`src/rtl/eqc_pkg.sv`:
```
package eqc_pkg;

  // Number of independent channels
  localparam int NUM_CH = 8;
  localparam int PK_W = 4;
  localparam int GN_W = 2;
  localparam int SW_W = 2;

  // Resolved level of a three-state strap pin
  typedef enum logic [2:0] {
    LVL_LOW  = 3'h1,
    LVL_OPEN = 3'h2,
    LVL_HIGH = 3'h4
  } eqc_level_t;

  // Raw strap pin sensing: drive level and a weak-pull test result
  typedef struct packed {
    logic level;
    logic floating;
  } eqc_strap_t;

  // Controller state
  typedef enum logic [2:0] {
    ST_RESET = 3'h1,
    ST_LOAD  = 3'h2,
    ST_RUN   = 3'h4
  } eqc_state_t;

  // One channel's settings
  typedef struct packed {
    logic [PK_W-1:0] peaking;
    logic [GN_W-1:0] gain;
    logic [SW_W-1:0] swing;
  } eqc_chan_t;

  // Host write to one channel's settings
  typedef struct packed {
    logic valid;
    logic [2:0] chan;
    eqc_chan_t cfg;
  } eqc_wr_t;

  // Peaking codes, long channel
  localparam logic [PK_W-1:0] PK_LONG_HI = 4'hE;
  localparam logic [PK_W-1:0] PK_LONG_OP = 4'h9;
  localparam logic [PK_W-1:0] PK_LONG_LO = 4'h5;
  // Peaking codes, short channel
  localparam logic [PK_W-1:0] PK_SHORT_HI = 4'h9;
  localparam logic [PK_W-1:0] PK_SHORT_OP = 4'h5;
  localparam logic [PK_W-1:0] PK_SHORT_LO = 4'h3;
  // Gain codes
  localparam logic [GN_W-1:0] GN_LONG_HI = 2'h3;
  localparam logic [GN_W-1:0] GN_LONG_OP = 2'h2;
  localparam logic [GN_W-1:0] GN_LONG_LO = 2'h1;
  localparam logic [GN_W-1:0] GN_SHORT_HI = 2'h2;
  localparam logic [GN_W-1:0] GN_SHORT_OP = 2'h1;
  localparam logic [GN_W-1:0] GN_SHORT_LO = 2'h0;
  // Swing codes
  localparam logic [SW_W-1:0] SW_HI = 2'h3;
  localparam logic [SW_W-1:0] SW_OP = 2'h2;
  localparam logic [SW_W-1:0] SW_LO = 2'h1;

endpackage

```
`src/rtl/eqc_pin_strap_config.sv`:
```
`timescale 1ns/1ps

// Operation
// - Mode select low gives global pin control, high gives per-channel bus control.
// - Power pin low holds reset, blocks bus traffic, clears all channel settings to zero.
// - Power pin decoded as high, open or low; startup level sets power mode in bus mode, live level in pin mode.
// - Channel-case low or open selects long channel, high selects short channel.
// - Pin mode: swing strap code applied to all channels alike.
// - Pin mode: peaking strap code applied to all channels alike.
// - Pin mode: gain strap code applied to all channels alike.
// - Open cascade input reads as low for address chaining.
// - Cascade output carries address configuration on to the next device.
// - Eight channels each hold their own peaking, gain and swing settings.
// - Bus mode acts as two-wire target on clock input and open-drain data.
// - Peaking map: long E/9/5, short 9/5/3 for high/open/low.
// - Swing map: high 3, open 2, low 1.
// - Power high powers down, open powers on; bus mode only at reset.
module eqc_pin_strap_config (
  // Clock and power-on reset
  input wire logic mclk,
  input wire logic rst,
  // Board straps
  input wire logic modeSelect,
  input wire eqc_pkg::eqc_strap_t powerStrap,
  input wire logic channelCase,
  input wire eqc_pkg::eqc_strap_t peaking_strap,
  input wire eqc_pkg::eqc_strap_t gainStrap,
  input wire eqc_pkg::eqc_strap_t swingStrap,
  // Cascade chain
  input wire logic chain_cascade_in,
  output logic chain_cascade_out,
  // Two-wire bus pins
  input wire logic busClkIn,
  input wire logic busDataIn,
  output logic busDataOut,
  output logic busDataOe,
  // Decoded host write from the bus target core
  input wire eqc_pkg::eqc_wr_t hostWr,
  input wire logic hostDataOut,
  // Bus core shows a received address match
  input wire logic addrDone,
  // Channel settings and status
  output eqc_pkg::eqc_chan_t [eqc_pkg::NUM_CH-1:0] chanCfg,
  output logic chanPowerDown,
  output logic busModeActive,
  output logic busEnabled,
  output logic busClkSeen,
  output logic busDataSeen
);

  // Whole module state
  typedef struct packed {
    eqc_pkg::eqc_state_t st;
    logic busMode;
    logic shortCh;
    logic pwrDown;
    eqc_pkg::eqc_level_t pkLvl;
    eqc_pkg::eqc_level_t gnLvl;
    eqc_pkg::eqc_level_t swLvl;
    eqc_pkg::eqc_chan_t [eqc_pkg::NUM_CH-1:0] cfg;
    logic cascOut;
    logic sdaOut;
    logic sdaOe;
    logic sclSeen;
    logic sdaSeen;
    logic busEn;
  } eqc_state_all_t;

  eqc_state_all_t st_ff;
  eqc_state_all_t nxt_st;
  eqc_pkg::eqc_level_t pwrLvl;
  eqc_pkg::eqc_chan_t strapCfg;

  // Resolve a three-state strap pin
  function automatic eqc_pkg::eqc_level_t resolveLvl(input eqc_pkg::eqc_strap_t s);
    if (s.floating) begin
      resolveLvl = eqc_pkg::LVL_OPEN;
    end else if (s.level) begin
      resolveLvl = eqc_pkg::LVL_HIGH;
    end else begin
      resolveLvl = eqc_pkg::LVL_LOW;
    end
  endfunction

  // Map strap levels, registered or live, to codes for the chosen channel case
  function automatic eqc_pkg::eqc_chan_t strapCodes(input logic sh, input eqc_pkg::eqc_level_t pk,
                                                    input eqc_pkg::eqc_level_t gn,
                                                    input eqc_pkg::eqc_level_t sw);
    eqc_pkg::eqc_chan_t c;
    c = '0;
    case (pk)
      eqc_pkg::LVL_HIGH: c.peaking = sh ? eqc_pkg::PK_SHORT_HI : eqc_pkg::PK_LONG_HI;
      eqc_pkg::LVL_OPEN: c.peaking = sh ? eqc_pkg::PK_SHORT_OP : eqc_pkg::PK_LONG_OP;
      default: c.peaking = sh ? eqc_pkg::PK_SHORT_LO : eqc_pkg::PK_LONG_LO;
    endcase
    case (gn)
      eqc_pkg::LVL_HIGH: c.gain = sh ? eqc_pkg::GN_SHORT_HI : eqc_pkg::GN_LONG_HI;
      eqc_pkg::LVL_OPEN: c.gain = sh ? eqc_pkg::GN_SHORT_OP : eqc_pkg::GN_LONG_OP;
      default: c.gain = sh ? eqc_pkg::GN_SHORT_LO : eqc_pkg::GN_LONG_LO;
    endcase
    case (sw)
      eqc_pkg::LVL_HIGH: c.swing = eqc_pkg::SW_HI;
      eqc_pkg::LVL_OPEN: c.swing = eqc_pkg::SW_OP;
      default: c.swing = eqc_pkg::SW_LO;
    endcase
    strapCodes = c;
  endfunction

  // Power pin level and strap-derived codes
  assign pwrLvl = resolveLvl(powerStrap);
  assign strapCfg = strapCodes(st_ff.shortCh, st_ff.pkLvl, st_ff.gnLvl, st_ff.swLvl);

  // Next-state logic
  always_comb begin
    nxt_st = st_ff;
    nxt_st.sclSeen = busClkIn;
    nxt_st.sdaSeen = busDataIn;
    nxt_st.cascOut = chain_cascade_in & addrDone;
    case (st_ff.st)
      eqc_pkg::ST_RESET: begin
        nxt_st.st = eqc_pkg::ST_LOAD;
      end
      eqc_pkg::ST_LOAD: begin
        // Capture straps once after reset release
        nxt_st.busMode = modeSelect;
        nxt_st.shortCh = channelCase;
        nxt_st.pkLvl = resolveLvl(peaking_strap);
        nxt_st.gnLvl = resolveLvl(gainStrap);
        nxt_st.swLvl = resolveLvl(swingStrap);
        nxt_st.pwrDown = (pwrLvl == eqc_pkg::LVL_HIGH);
        nxt_st.st = eqc_pkg::ST_RUN;
      end
      eqc_pkg::ST_RUN: begin
        if (!st_ff.busMode) begin
          // Pin mode: global codes and live power level
          nxt_st.cfg = {eqc_pkg::NUM_CH{strapCfg}};
          nxt_st.pwrDown = (pwrLvl == eqc_pkg::LVL_HIGH);
          nxt_st.sdaOe = 1'b0;
          nxt_st.sdaOut = 1'b0;
        end else begin
          // Bus mode: per-channel host override
          if (hostWr.valid) begin
            nxt_st.cfg[hostWr.chan] = hostWr.cfg;
          end
          nxt_st.sdaOut = 1'b0;
          nxt_st.sdaOe = ~hostDataOut;
        end
      end
      default: nxt_st.st = eqc_pkg::ST_RESET;
    endcase
    // First load cycle seeds per-channel defaults
    if (st_ff.st == eqc_pkg::ST_LOAD) begin
      nxt_st.cfg = {eqc_pkg::NUM_CH{strapCodes(channelCase, resolveLvl(peaking_strap),
                                               resolveLvl(gainStrap), resolveLvl(swingStrap))}};
    end
    // Power pin low forces reset and blocks the bus
    if (pwrLvl == eqc_pkg::LVL_LOW) begin
      nxt_st.st = eqc_pkg::ST_RESET;
      nxt_st.cfg = '0;
      nxt_st.sdaOe = 1'b0;
      nxt_st.cascOut = 1'b0;
    end
    // Bus enable kept in a flop so the output is registered
    nxt_st.busEn = nxt_st.busMode & (nxt_st.st == eqc_pkg::ST_RUN);
  end

  // State register
  always_ff @(posedge mclk or posedge rst) begin
    if (rst) begin
      st_ff <= '{st: eqc_pkg::ST_RESET, pkLvl: eqc_pkg::LVL_LOW, gnLvl: eqc_pkg::LVL_LOW,
                 swLvl: eqc_pkg::LVL_LOW, default: '0};
    end else begin
      st_ff <= nxt_st;
    end
  end

  // Outputs straight from state flops
  assign chanCfg = st_ff.cfg;
  assign chanPowerDown = st_ff.pwrDown;
  assign busModeActive = st_ff.busMode;
  assign busEnabled = st_ff.busEn;
  assign busDataOut = st_ff.sdaOut;
  assign busDataOe = st_ff.sdaOe;
  assign chain_cascade_out = st_ff.cascOut;
  assign busClkSeen = st_ff.sclSeen;
  assign busDataSeen = st_ff.sdaSeen;

  // Pin mode copies the strap codes; checked on channels 0 and 5 only
  property p_pin_global;
    @(posedge mclk) disable iff (rst)
      (st_ff.st == eqc_pkg::ST_RUN && !st_ff.busMode && pwrLvl != eqc_pkg::LVL_LOW) |=>
        (chanCfg[5] == chanCfg[0]) && (chanCfg[0] == $past(strapCfg));
  endproperty
  a_pin_global: assert property (p_pin_global) else $error("pin mode channels differ");

  property p_peak_code;
    @(posedge mclk) disable iff (rst)
      (st_ff.st == eqc_pkg::ST_RUN && !st_ff.busMode && st_ff.pkLvl == eqc_pkg::LVL_HIGH &&
       pwrLvl != eqc_pkg::LVL_LOW) |=> chanCfg[0].peaking == ($past(st_ff.shortCh) ? 4'h9 : 4'hE);
  endproperty
  a_peak_code: assert property (p_peak_code) else $error("peaking code wrong");

  property p_gain_code;
    @(posedge mclk) disable iff (rst)
      (st_ff.st == eqc_pkg::ST_RUN && !st_ff.busMode && st_ff.gnLvl == eqc_pkg::LVL_LOW &&
       pwrLvl != eqc_pkg::LVL_LOW) |=> chanCfg[3].gain == ($past(st_ff.shortCh) ? 2'h0 : 2'h1);
  endproperty
  a_gain_code: assert property (p_gain_code) else $error("gain code wrong");

  property p_swing_code;
    @(posedge mclk) disable iff (rst)
      (st_ff.st == eqc_pkg::ST_RUN && !st_ff.busMode && st_ff.swLvl == eqc_pkg::LVL_OPEN &&
       pwrLvl != eqc_pkg::LVL_LOW) |=> chanCfg[7].swing == 2'h2;
  endproperty
  a_swing_code: assert property (p_swing_code) else $error("swing code wrong");

  property p_pwr_reset;
    @(posedge mclk) disable iff (rst)
      (pwrLvl == eqc_pkg::LVL_LOW) |=> (chanCfg == '0) && !busDataOe && !busEnabled;
  endproperty
  a_pwr_reset: assert property (p_pwr_reset) else $error("power low did not reset");

  property p_mode_hold;
    @(posedge mclk) disable iff (rst)
      (st_ff.st == eqc_pkg::ST_RUN && pwrLvl != eqc_pkg::LVL_LOW) |=> $stable(busModeActive);
  endproperty
  a_mode_hold: assert property (p_mode_hold) else $error("mode changed while running");

  property p_host_write;
    @(posedge mclk) disable iff (rst)
      (st_ff.st == eqc_pkg::ST_RUN && st_ff.busMode && hostWr.valid && pwrLvl != eqc_pkg::LVL_LOW) |=>
        chanCfg[$past(hostWr.chan)] == $past(hostWr.cfg);
  endproperty
  a_host_write: assert property (p_host_write) else $error("host write lost");

  property p_bus_pwr_latched;
    @(posedge mclk) disable iff (rst)
      (st_ff.st == eqc_pkg::ST_RUN && st_ff.busMode && pwrLvl != eqc_pkg::LVL_LOW) |=> $stable(chanPowerDown);
  endproperty
  a_bus_pwr_latched: assert property (p_bus_pwr_latched) else $error("bus mode power changed");

  property p_cascade;
    @(posedge mclk) disable iff (rst)
      (!chain_cascade_in) |=> !chain_cascade_out;
  endproperty
  a_cascade: assert property (p_cascade) else $error("cascade out without input");

  // Pin mode keeps the bus shut
  property p_pin_bus_off;
    @(posedge mclk) disable iff (rst)
      (st_ff.st == eqc_pkg::ST_RUN && !st_ff.busMode) |=> !busEnabled && !busDataOe;
  endproperty
  a_pin_bus_off: assert property (p_pin_bus_off) else $error("bus active in pin mode");

  // Pin mode power-down follows the live power level
  property p_pin_power;
    @(posedge mclk) disable iff (rst)
      (st_ff.st == eqc_pkg::ST_RUN && !st_ff.busMode && pwrLvl != eqc_pkg::LVL_LOW) |=>
        chanPowerDown == ($past(powerStrap.level) && !$past(powerStrap.floating));
  endproperty
  a_pin_power: assert property (p_pin_power) else $error("pin mode power level wrong");

  // Channel case picks the peaking code for an open strap
  property p_peak_case;
    @(posedge mclk) disable iff (rst)
      (st_ff.st == eqc_pkg::ST_RUN && !st_ff.busMode && st_ff.pkLvl == eqc_pkg::LVL_OPEN &&
       pwrLvl != eqc_pkg::LVL_LOW) |=> chanCfg[1].peaking == ($past(st_ff.shortCh) ? 4'h5 : 4'h9);
  endproperty
  a_peak_case: assert property (p_peak_case) else $error("channel case code wrong");

  // Bus mode data enable pulls the line low for each zero bit
  property p_bus_oe;
    @(posedge mclk) disable iff (rst)
      (st_ff.st == eqc_pkg::ST_RUN && st_ff.busMode && pwrLvl != eqc_pkg::LVL_LOW) |=>
        busDataOe == !$past(hostDataOut);
  endproperty
  a_bus_oe: assert property (p_bus_oe) else $error("bus data enable wrong");

  // Cascade output forwards the input after an address match
  property p_cascade_fwd;
    @(posedge mclk) disable iff (rst)
      (chain_cascade_in && addrDone && pwrLvl != eqc_pkg::LVL_LOW) |=> chain_cascade_out;
  endproperty
  a_cascade_fwd: assert property (p_cascade_fwd) else $error("cascade not forwarded");

  // Channel zero keeps its settings unless written
  property p_chan0_hold;
    @(posedge mclk) disable iff (rst)
      (st_ff.st == eqc_pkg::ST_RUN && st_ff.busMode && (!hostWr.valid || hostWr.chan != 3'h0) &&
       pwrLvl != eqc_pkg::LVL_LOW) |=> $stable(chanCfg[0]);
  endproperty
  a_chan0_hold: assert property (p_chan0_hold) else $error("unwritten channel changed");

  // Mode select taken at the end of the load step
  property p_mode_capture;
    @(posedge mclk) disable iff (rst)
      (st_ff.st == eqc_pkg::ST_LOAD && pwrLvl != eqc_pkg::LVL_LOW) |=> busModeActive == $past(modeSelect);
  endproperty
  a_mode_capture: assert property (p_mode_capture) else $error("mode select not captured");

  cov_pin_mode: cover property (@(posedge mclk) disable iff (rst) busEnabled == 1'b0 && st_ff.st == eqc_pkg::ST_RUN);
  cov_bus_write: cover property (@(posedge mclk) disable iff (rst) busEnabled && hostWr.valid);
  cov_pwr_low: cover property (@(posedge mclk) disable iff (rst) pwrLvl == eqc_pkg::LVL_LOW);
  cov_short_case: cover property (@(posedge mclk) disable iff (rst) st_ff.st == eqc_pkg::ST_RUN && st_ff.shortCh);
  cov_bus_pull: cover property (@(posedge mclk) disable iff (rst) busEnabled && busDataOe);

endmodule

```
`config.mk`:
```
export PLATFORM = sky130hd
export DESIGN_NAME = eqc_pin_strap_config
export DESIGN_NICKNAME = d
export VERILOG_FILES = /design/src/rtl/eqc_pkg.sv /design/src/rtl/eqc_pin_strap_config.sv
export SDC_FILE = /design/constraint.sdc
export NUM_CORES = 1
export LEC_CHECK = 0
export CELL_PAD_IN_SITES_DETAIL_PLACEMENT = 0
export CELL_PAD_IN_SITES_GLOBAL_PLACEMENT = 1
export CORE_MARGIN = 1.5
export CORE_UTILIZATION = 52
export DETAILED_ROUTE_END_ITERATION = 7
export DONT_BUFFER_PORTS = 1
export PLACE_DENSITY_LB_ADDON = 0.1
export SYNTH_ARGS = -nofsm -noshare
export SYNTH_HDL_FRONTEND = slang
export SYNTH_SLANG_ARGS = --single-unit
```
`constraint.sdc`:
```
create_clock -name mclk -period 8.26 [get_ports mclk]
set_input_delay 1.652 -clock mclk [delete_from_list [all_inputs] [get_ports mclk]]
set_output_delay 1.652 -clock mclk [all_outputs]
set_load 0.02 [all_outputs]
```
== Word-level counts from Yosys, hierarchy flattened ==
Cells that the tools add are included.

* Order comparisons: 2
* Equal/unequal tests: 20
* Multiplexer cells: 45
* Bitwise gates (word level): 3
* Reduce and logical (&&, ||, !) cells: 6

{| class="wikitable"
|+ Operators with widths
! operator !! number
|-
| $mux 64 || 4
|-
| $mux 65 || 1
|-
| $bwmux 64 || 1
|-
| $mux 3 || 16
|-
| $eq 3x3->1 const B || 9
|-
| $demux 8 s3 || 1
|-
| $eq 3x2->1 const B || 7
|-
| $pmux 2 s2 || 4
|-
| $pmux 4 s2 || 2
|-
| $pmux 3 s3 || 1
|-
| $mux 1 || 8
|-
| $mux 4 || 2
|-
| $mux 8 || 1
|-
| $eq 3x1->1 const B || 2
|-
| $mux 2 || 3
|-
| $lt 3x4->1 const B || 1
|-
| $ne 4x2->1 const B || 1
|-
| $reduce_and 2->1 || 2
|-
| $reduce_bool 2->1 || 2
|-
| $ge 3x1->1 const B || 1
|-
| $reduce_bool 3->1 || 1
|-
| $and 1x1->1 || 2
|-
| $ne 2x2->1 const B || 1
|-
| $pmux 1 s2 || 1
|-
| 2 further kinds || 2
|}

* Register bits after elaboration: 84
* Input bits: 29
* Word-level logic and storage cells: 112

== Logic depth before layout (Yosys ltp) ==
Gate-level depths: netlist of the first run.

* Depth after elaboration: 10
* Gate-level depth with buffers: 8
* Gate-level depth less buffers: 4

== Worst setup path after synthesis of the first run ==
No wires, ideal clock.

* Kind: input-to-reg
* From: input hostWr[9] (netlist bit)
* To: register st_ff (netlist bit chanCfg[28])
* Arrival time: 3075 ps
* Data required time: 8132 ps
* Slack: 5058 ps
* Cell stages on the path: 7
* Path buffers: 3
* Cells stage by stage: buf_4 and3b_1 buf_2 a211oi_2 or2_2 buf_2 mux2_1

* Word-level cells in the longest chain between the ends: 10

{| class="wikitable"
|+ Ends and longest elaborated chain
! element !! line !! source
|-
| from (decl) || eqc_pin_strap_config.sv:38 || <nowiki>input wire eqc_pkg::eqc_wr_t hostWr,</nowiki>
|-
| $lt 3x4->1 (not written as such) / $ge 3x1->1 (equally long branches) || eqc_pin_strap_config.sv:143 || <nowiki>nxt_st.cfg[hostWr.chan] = hostWr.cfg;</nowiki>
|-
| $logic_and 1x1->1 (not written as such) || eqc_pin_strap_config.sv:143 ||
|-
| $mux 8 (not written as such) || eqc_pin_strap_config.sv:143 ||
|-
| $demux 8 s3 * || eqc_pin_strap_config.sv:143 ||
|-
| $bwmux 64 * || eqc_pin_strap_config.sv:143 ||
|-
| $mux 64 * || eqc_pin_strap_config.sv:142 || <nowiki>if (hostWr.valid) begin</nowiki>
|-
| $mux 64 * || eqc_pin_strap_config.sv:134 || <nowiki>if (!st_ff.busMode) begin</nowiki>
|-
| $mux 64 * || eqc_pin_strap_config.sv:119 || <nowiki>case (st_ff.st)</nowiki>
|-
| $mux 64 * || eqc_pin_strap_config.sv:152 || <nowiki>if (st_ff.st == eqc_pkg::ST_LOAD) begin</nowiki>
|-
| $mux 65 * || eqc_pin_strap_config.sv:157 || <nowiki>if (pwrLvl == eqc_pkg::LVL_LOW) begin</nowiki>
|-
| to (signal assigned) || eqc_pin_strap_config.sv:170 || <nowiki>st_ff <= '{st: eqc_pkg::ST_RESET, pkLvl: eqc_pkg::LVL_LOW, gnLvl: eqc_pkg::LVL_LOW,</nowiki>
|-
| to (signal assigned) || eqc_pin_strap_config.sv:173 || <nowiki>st_ff <= nxt_st;</nowiki>
|-
| to (decl) || eqc_pin_strap_config.sv:69 || <nowiki>eqc_state_all_t st_ff;</nowiki>
|}

Every way passes the cells marked *; elsewhere a longest branch is shown, timed or not. The select of a mux whose other input is x is not followed.
A chain may end at the register's enable or synchronous reset.

== Final worst setup path of the first run ==
* From: input powerStrap[0] (netlist bit)
* To: register st_ff (netlist bit chanCfg[4])

* Word-level cells in the longest chain between the ends: 4

{| class="wikitable"
|+ Ends and longest elaborated chain
! element !! line !! source
|-
| from (decl) || eqc_pin_strap_config.sv:24 || <nowiki>input wire eqc_pkg::eqc_strap_t powerStrap,</nowiki>
|-
| $mux 3 * || eqc_pin_strap_config.sv:76 || <nowiki>if (s.floating) begin</nowiki>
|-
| $eq 3x1->1 * || eqc_pin_strap_config.sv:157 ||
|-
| $ne 4x2->1 (no line) / $reduce_bool 3->1 (equally long branches) || - ||
|-
| $reduce_and 2->1 (no line) || - ||
|}

Every way passes the cells marked *; elsewhere a longest branch is shown, timed or not.

==> results.yml, run 1 <==
status:
  status: "complete, no violations"
place:
  io_buffers: 0
  place_congestion: 0.7982
  hpwl_um: 8173
timing:
  finalSetupTns_ns: 0
  fin_skew_ns: 0.009283
  final_max_slew_viol_count: 0
  fin_crit_sh: 0.3940
  worstMarginPinSlew_ns: 1.280
  min_period_ns: 3.254
  setup_viol: 0
  hold_violations: 0
  maxSlewHeadroom: 0.1467
  timing.fmax_mhz: 307.3
  rsz0062_at_grt: "no"
logic_synthesis:
  ys_seq_area_frac: 0.4372
  avgSynthCellArea_um2: 9.563
  synth_cell_types: 51
  synth.top_cell.area_share: 0.4154
  synth_area_leaders: "dfrtp_1, buf_4, o31ai_1, o21ai_0, a21oi_1"
  synth-seq-cells: 84
  syn_nets: 533
  yosys.area.top_type: "dfrtp_1"
  ys_warn_count: 0
  netlist_area_um2: 4820
  syn_inst: 504
power_and_ir_drop:
  clkPwrFrac: 0.154
  p_total_mw: 1.969
  swShare: 0.4843
  combPwrFrac: 0.395
  seqPwrFrac: 0.451
  cellLeakagePower_nw: 1.852
  internal_power_mw: 1.016
  power.density_nw_per_um2: 439.5
  switchingPower_mw: 0.9539
  ir_drop_uv: 212.4
clock_network:
  cts_tree: "done"
  clkSinkCount: 84
  cts_resized: 0
  cts_max_path_buffers: 2
  cts-root-buf: "clkbuf_8"
  cts_max_level: 3
  hold_buffers: 0
  postCtsSetupBuffers: 0
  clkLatencyLatePin_ns: 0.36
  clk_pin_slew_ns: 0.08
  cts_buffers: 9
floorplanning:
  die_w_um: 99.28
  start_util: 0.5447
  coreArea_um2: 8848
  die_h_um: 99.28
  ios: 101
  core.rowCount: 34
  die_area_um2: 9856
final_layout:
  num-fill-cells: 828
  drive_gt1_frac: 0.1199
  area_growth_syn_to_layout_pct: -7.035
  antenna_cells: 0
  final_common_cell: "dfrtp_1"
  final_cell_mix: "dfrtp_1, o21ai_0, a21oi_1, nand2_1, o31ai_1"
  fin_nets: 442
  finish.utilization: 0.5064
setup_path:
  path_cells: "or2_1, o21a_1, buf_4, or2_0, mux2_1"
  max_stage_delay_ns: 0.45
  critPathRequiredTime_ns: 8.51
  start_kind: "primary input"
  crit_family: "simple AND/OR/NAND/NOR gates"
  cp_num_buf_inv: 1
  path_class: "in2reg"
  end_kind: "flop"
  critPathSlowestCell: "buf_4"
  cp_data_arrival_time_ns: 3.50
  cp_max_fo: 64
drt:
  routedWlPerCell_um: 24.02
  drc: 0
  drt_iter0_markers: 181
  vias: 3394
  ant_nets: 0
  wl_um: 12610
  avgViaCountPerCell: 6.465
  firstDrtPassIters: 5
grt:
  grt_pass1_wl_um: 19550
  grt_start_max_net_pins: 85
  grt_pass1_vias: 3401
  gr-total-overflow: 0
  antenna_found_initial: 0
  grtUsageTotal: 0.2611
worst_hold_path:
  hold_path.class: "reg2reg"
job:
  cap_violations: 0
power by group through the flow:
stage	Sequential [mW]	Clock (mW)	Combinational (mW)
final	0.888	0.304	0.778
after global routing	0.912	0.328	0.859
after CTS	0.892	0.310	0.771
after detailed placement	0.899	0	0.769
after global placement	0.894	0	0.758
after floorplan	0.674	0	0.957
logic make-up (layout without fill, tap and decap cells):
| logic type | count (synthesis) | after routing | share of synthesized area |
|---|---|---|---|
| XOR/XNOR | 8 | 8 | 0.01454 |
| buffers and inverters | 109 | 22 | 0.1495 |
| other | 1 | 1 | 0.0007781 |
| AND/OR/NAND/NOR | 98 | 98 | 0.1114 |
| multiplexers | 10 | 10 | 0.02700 |
| AO/OA/AOI/OAI | 194 | 194 | 0.2596 |
| flip-flops | 84 | 84 | 0.4372 |
worst min-delay path, cell delays in order, from the launching register on:
cell and delay (ns):
dfstp_2 0.38, nand2_1 0.05, nand2_1 0.05
per-stage QoR:
step / setup WS (ns) / cell area [um2] / cells / hold slack [ns]
floorplan: 4.449 / 4820 / 504 / 0.4465
global placement: 4.714 / 4280 / 510 / 0.4560
global route: 4.868 / 4481 / 525 / 0.5020
CTS: 5.067 / 4481 / 525 / 0.4767
finish: 5.006 / 4481 / 525 / 0.4733
detailed placement: 4.683 / 4280 / 510 / 0.4633
final cells by class:
cell class / count / area, um2 / area share
repair buffers: 5 / 37.54 / 0.008378
clock buffers: 11 / 151.4 / 0.03379
clock inverters: 4 / 48.80 / 0.01089
well taps: 108 / 135.1 / 0.03016
inverters: 2 / 8.758 / 0.001955
multi-input cells: 311 / 1992 / 0.4446
flip-flops and latches: 84 / 2107 / 0.4703
per-layer routing:
layer / share of wire / global-route usage / vias up
met1: 0.44 / 0.3462 / 1682
met2: 0.46 / 0.3978 / 133
met4: 0.022 / 0.09317 / 0
li1: - / - / 1559
met5: 0 / 0 / -
met3: 0.083 / 0.09206 / 20
final timing paths:
kind                       depth (start not counted)     endpoint  slack [ns]           from
max                                                5   chanCfg[4]        5.01  powerStrap[0]
min                                                2    st_ff[73]        0.47      st_ff[73]
max reg2reg                                        4  chanCfg[14]        5.48      st_ff[82]
min reg2reg                                        2    st_ff[73]        0.47      st_ff[73]
max in group asynchronous                          2  chanCfg[13]        6.09            rst
min in group asynchronous                          2  chanCfg[47]        1.51            rst
sequential cells by signal (all words and copies together) (netlist names):
name	count
st_ff	13
busDataSeen	1
busModeActive	1
chanCfg	64
busEnabled	1
chanPowerDown	1
chain_cascade_out	1
busDataOe	1
busClkSeen	1
synthesized netlist by cell type, drive strengths merged:
master	instances
mux2	9
and2	2
and3	6
o21a	2
nor3b	7
nor4b	1
o221ai	2
a21oi	52
o211ai	2
nor2b	1
or2	9
a31oi	4
nor3	2
nand3	3
or3b	3
dfrtp	80
conb	1
a211oi	8
clkbuf	12
o21ai	61
o31ai	45
o2bb2ai	8
or3	3
mux2i	1
nor2	7
o2111ai	2
or4b	1
inv	2
xnor2	8
a211o	8
dfstp	4
nand2	45
nand3b	2
nand2b	3
and3b	3
buf	95
Note: power is estimated with default switching activity, not from simulation.
==> run 2: changes to the inputs <==
--- a/config.mk
+++ b/config.mk
@@ -8,7 +8,7 @@
 export CELL_PAD_IN_SITES_DETAIL_PLACEMENT = 0
 export CELL_PAD_IN_SITES_GLOBAL_PLACEMENT = 1
 export CORE_MARGIN = 1.5
-export CORE_UTILIZATION = 52
+export CORE_UTILIZATION = 44
 export DETAILED_ROUTE_END_ITERATION = 7
 export DONT_BUFFER_PORTS = 1
 export PLACE_DENSITY_LB_ADDON = 0.1
==> constraint.sdc (replaced) <==
create_clock -name mclk -period 2.8 [get_ports mclk]
set_input_delay 0.56 -clock mclk [delete_from_list [all_inputs] [get_ports mclk]]
set_output_delay 0.56 -clock mclk [all_outputs]
set_load 0.02 [all_outputs]
==> run 2 against run 1 <==
Clock power grew to 3.2 times the previous value. Global-route usage decreased by 1.3 points. Worst hold slack got worse by 0.41 ns. Die area rose by 18%. Cell area grew 6.0%. Routed wire length increased by 9.1%. Largest power group unchanged. Sequential share of layout area shrank 2.7 points. Critical endpoint is now chanCfg[30]. Register-to-register slack got worse by 4.9 ns. Setup slack worse by 4.4 ns. Clock-buffer cell count did not move. Largest cell class unchanged.
==> results.yml, run 2 (synthesis results as in run 1) <==
setup_path:
  critPathSlowestCell: "or3b_1"
  r2r-start: "st_ff[84]"
  critPathRequiredTime_ns: 3.06
  worst-r2r-cell-count: 5
  cp_data_arrival_time_ns: 2.46
  timing.rr.end: "chanCfg[30]"
  start_kind: "flop"
  r2r_slack_ns: 0.60
  max_stage_delay_ns: 0.69
  cp_max_fo: 22
  path_class: "reg2reg"
  path_cells: "or3b_1, nand2_2, o221ai_1, buf_4, o31ai_1"
  end_kind: "flop"
job:
  cap_violations: 0
floorplanning:
  die_w_um: 107.7
  ios: 101
  start_util: 0.4485
  die_h_um: 107.7
  die_area_um2: 11590
  core.rowCount: 38
  coreArea_um2: 10750
clock_network:
  clkLatencyLatePin_ns: 0.36
  cts_max_level: 3
  cts_tree: "done"
  cts_resized: 0
  hold_buffers: 0
  cts-root-buf: "clkbuf_8"
  cts_buffers: 9
  clkSinkCount: 84
  postCtsSetupBuffers: 0
  clk_pin_slew_ns: 0.09
  cts_max_path_buffers: 2
final_layout:
  final_cell_mix: "dfrtp_1, o21ai_0, a21oi_1, nand2_1, o31ai_1"
  antenna_cells: 0
  fin_nets: 467
  area_growth_syn_to_layout_pct: -1.480
  drive_gt1_frac: 0.1674
  final_common_cell: "dfrtp_1"
  design_area_um2: 4748
  largest_reg_flops: 64
  finish.utilization: 0.4419
place:
  io_buffers: 0
  hpwl_um: 8859
  place_congestion: 0.7600
  dp_slack_ns: 0.6037
  placed_area_um2: 4533
drt:
  ant_nets: 0
  avgViaCountPerCell: 5.950
  routedWlPerCell_um: 23.64
  wl_um: 13760
  vias: 3463
  firstDrtPassIters: 4
  drc: 0
  drt_iter0_markers: 224
timing:
  finalSetupTns_ns: 0
  fin_skew_ns: 0.01143
  rsz0062_at_grt: "no"
  timing.fmax_mhz: 455.1
  worstMarginPinSlew_ns: 0.7354
  hold_violations: 0
  setup_ws_ns: 0.6028
  fin_crit_sh: 0.7847
  worst_hold_slack_ns: 0.05939
  final_max_slew_viol_count: 0
  maxSlewHeadroom: 0.5097
  setup_viol: 0
  min_period_ns: 2.197
grt:
  grt_start_max_net_pins: 65
  antenna_found_initial: 0
  gr-total-overflow: 0
  grt_pass1_wl_um: 21090
  grtUsageTotal: 0.2481
  grt_pass1_vias: 3453
power_and_ir_drop:
  power.density_nw_per_um2: 1297
  ir_drop_uv: 418.8
  cellLeakagePower_nw: 1.989
worst_hold_path:
  hold_path.class: "in2async"
status:
  status: "complete, no violations"
-- run 2: cell types whose count changed in the layout (fill, tap and decap cells not counted) --
cell | previous run | this run
clkinv_2 | 3 | 2
bufinv_16 | 1 | 2
buf_4 | 5 | 28
buf_12 | 0 | 2
clkbuf_1 | 0 | 1
clkbuf_8 | 11 | 10
-- run 2: worst max-delay path by stage --
stage                        from           to  slack [ns]
finish                  st_ff[84]  chanCfg[30]        0.60
global route            st_ff[84]  chanCfg[61]        0.48
CTS                     st_ff[84]  chanCfg[30]        0.58
detailed placement      st_ff[84]  chanCfg[30]        0.60
global placement    powerStrap[0]   chanCfg[5]        0.67
floorplan                     rst   busClkSeen        0.08
-- run 2: stage by stage --
stage               cells  power (mW)
floorplan             504       4.810
global placement      567       5.177
detailed placement    567       5.214
CTS                   582       6.214
global route          582       6.602
finish                582       6.160
-- run 2: report_power, final --
group / switching, mW / total (mW) / leakage [nW] / internal, mW
sequential: 0.876 / 2.60 / 1.07 / 1.73
clock: 0.459 / 0.982 / 0.109 / 0.523
combinational: 1.55 / 2.58 / 0.815 / 1.03
-- run 2: cell type report --
type / instances / area [um2]
timing repair buffer: 30 / 250.2
fill: 1068 / 5997
inverter: 2 / 8.758
sequential: 84 / 2107
tap: 140 / 175.2
multi-input combinational: 311 / 1992
clock buffer: 11 / 141.4
clock inverter: 4 / 73.82
-- run 2: per-layer routing --
| layer | global-route usage | vias to the layer above | wire length [um] | part of all wire |
|---|---|---|---|---|
| met5 | 0 | - | 0 | 0 |
| met4 | 0.1194 | 0 | 530 | 0.039 |
| met3 | 0.06356 | 31 | 1205 | 0.088 |
| met2 | 0.3749 | 149 | 6345 | 0.46 |
| met1 | 0.3308 | 1678 | 5675 | 0.41 |
| li1 | - | 1605 | - | - |
-- run 2: worst max-delay path: cells and delay by family, from the launching register on --
| family | cells | cell delay (ns) |
|---|---|---|
| flops | 1 | 0.44 |
| compound gates | 2 | 0.46 |
| buf+inv | 1 | 0.25 |
| simple gates | 2 | 0.95 |
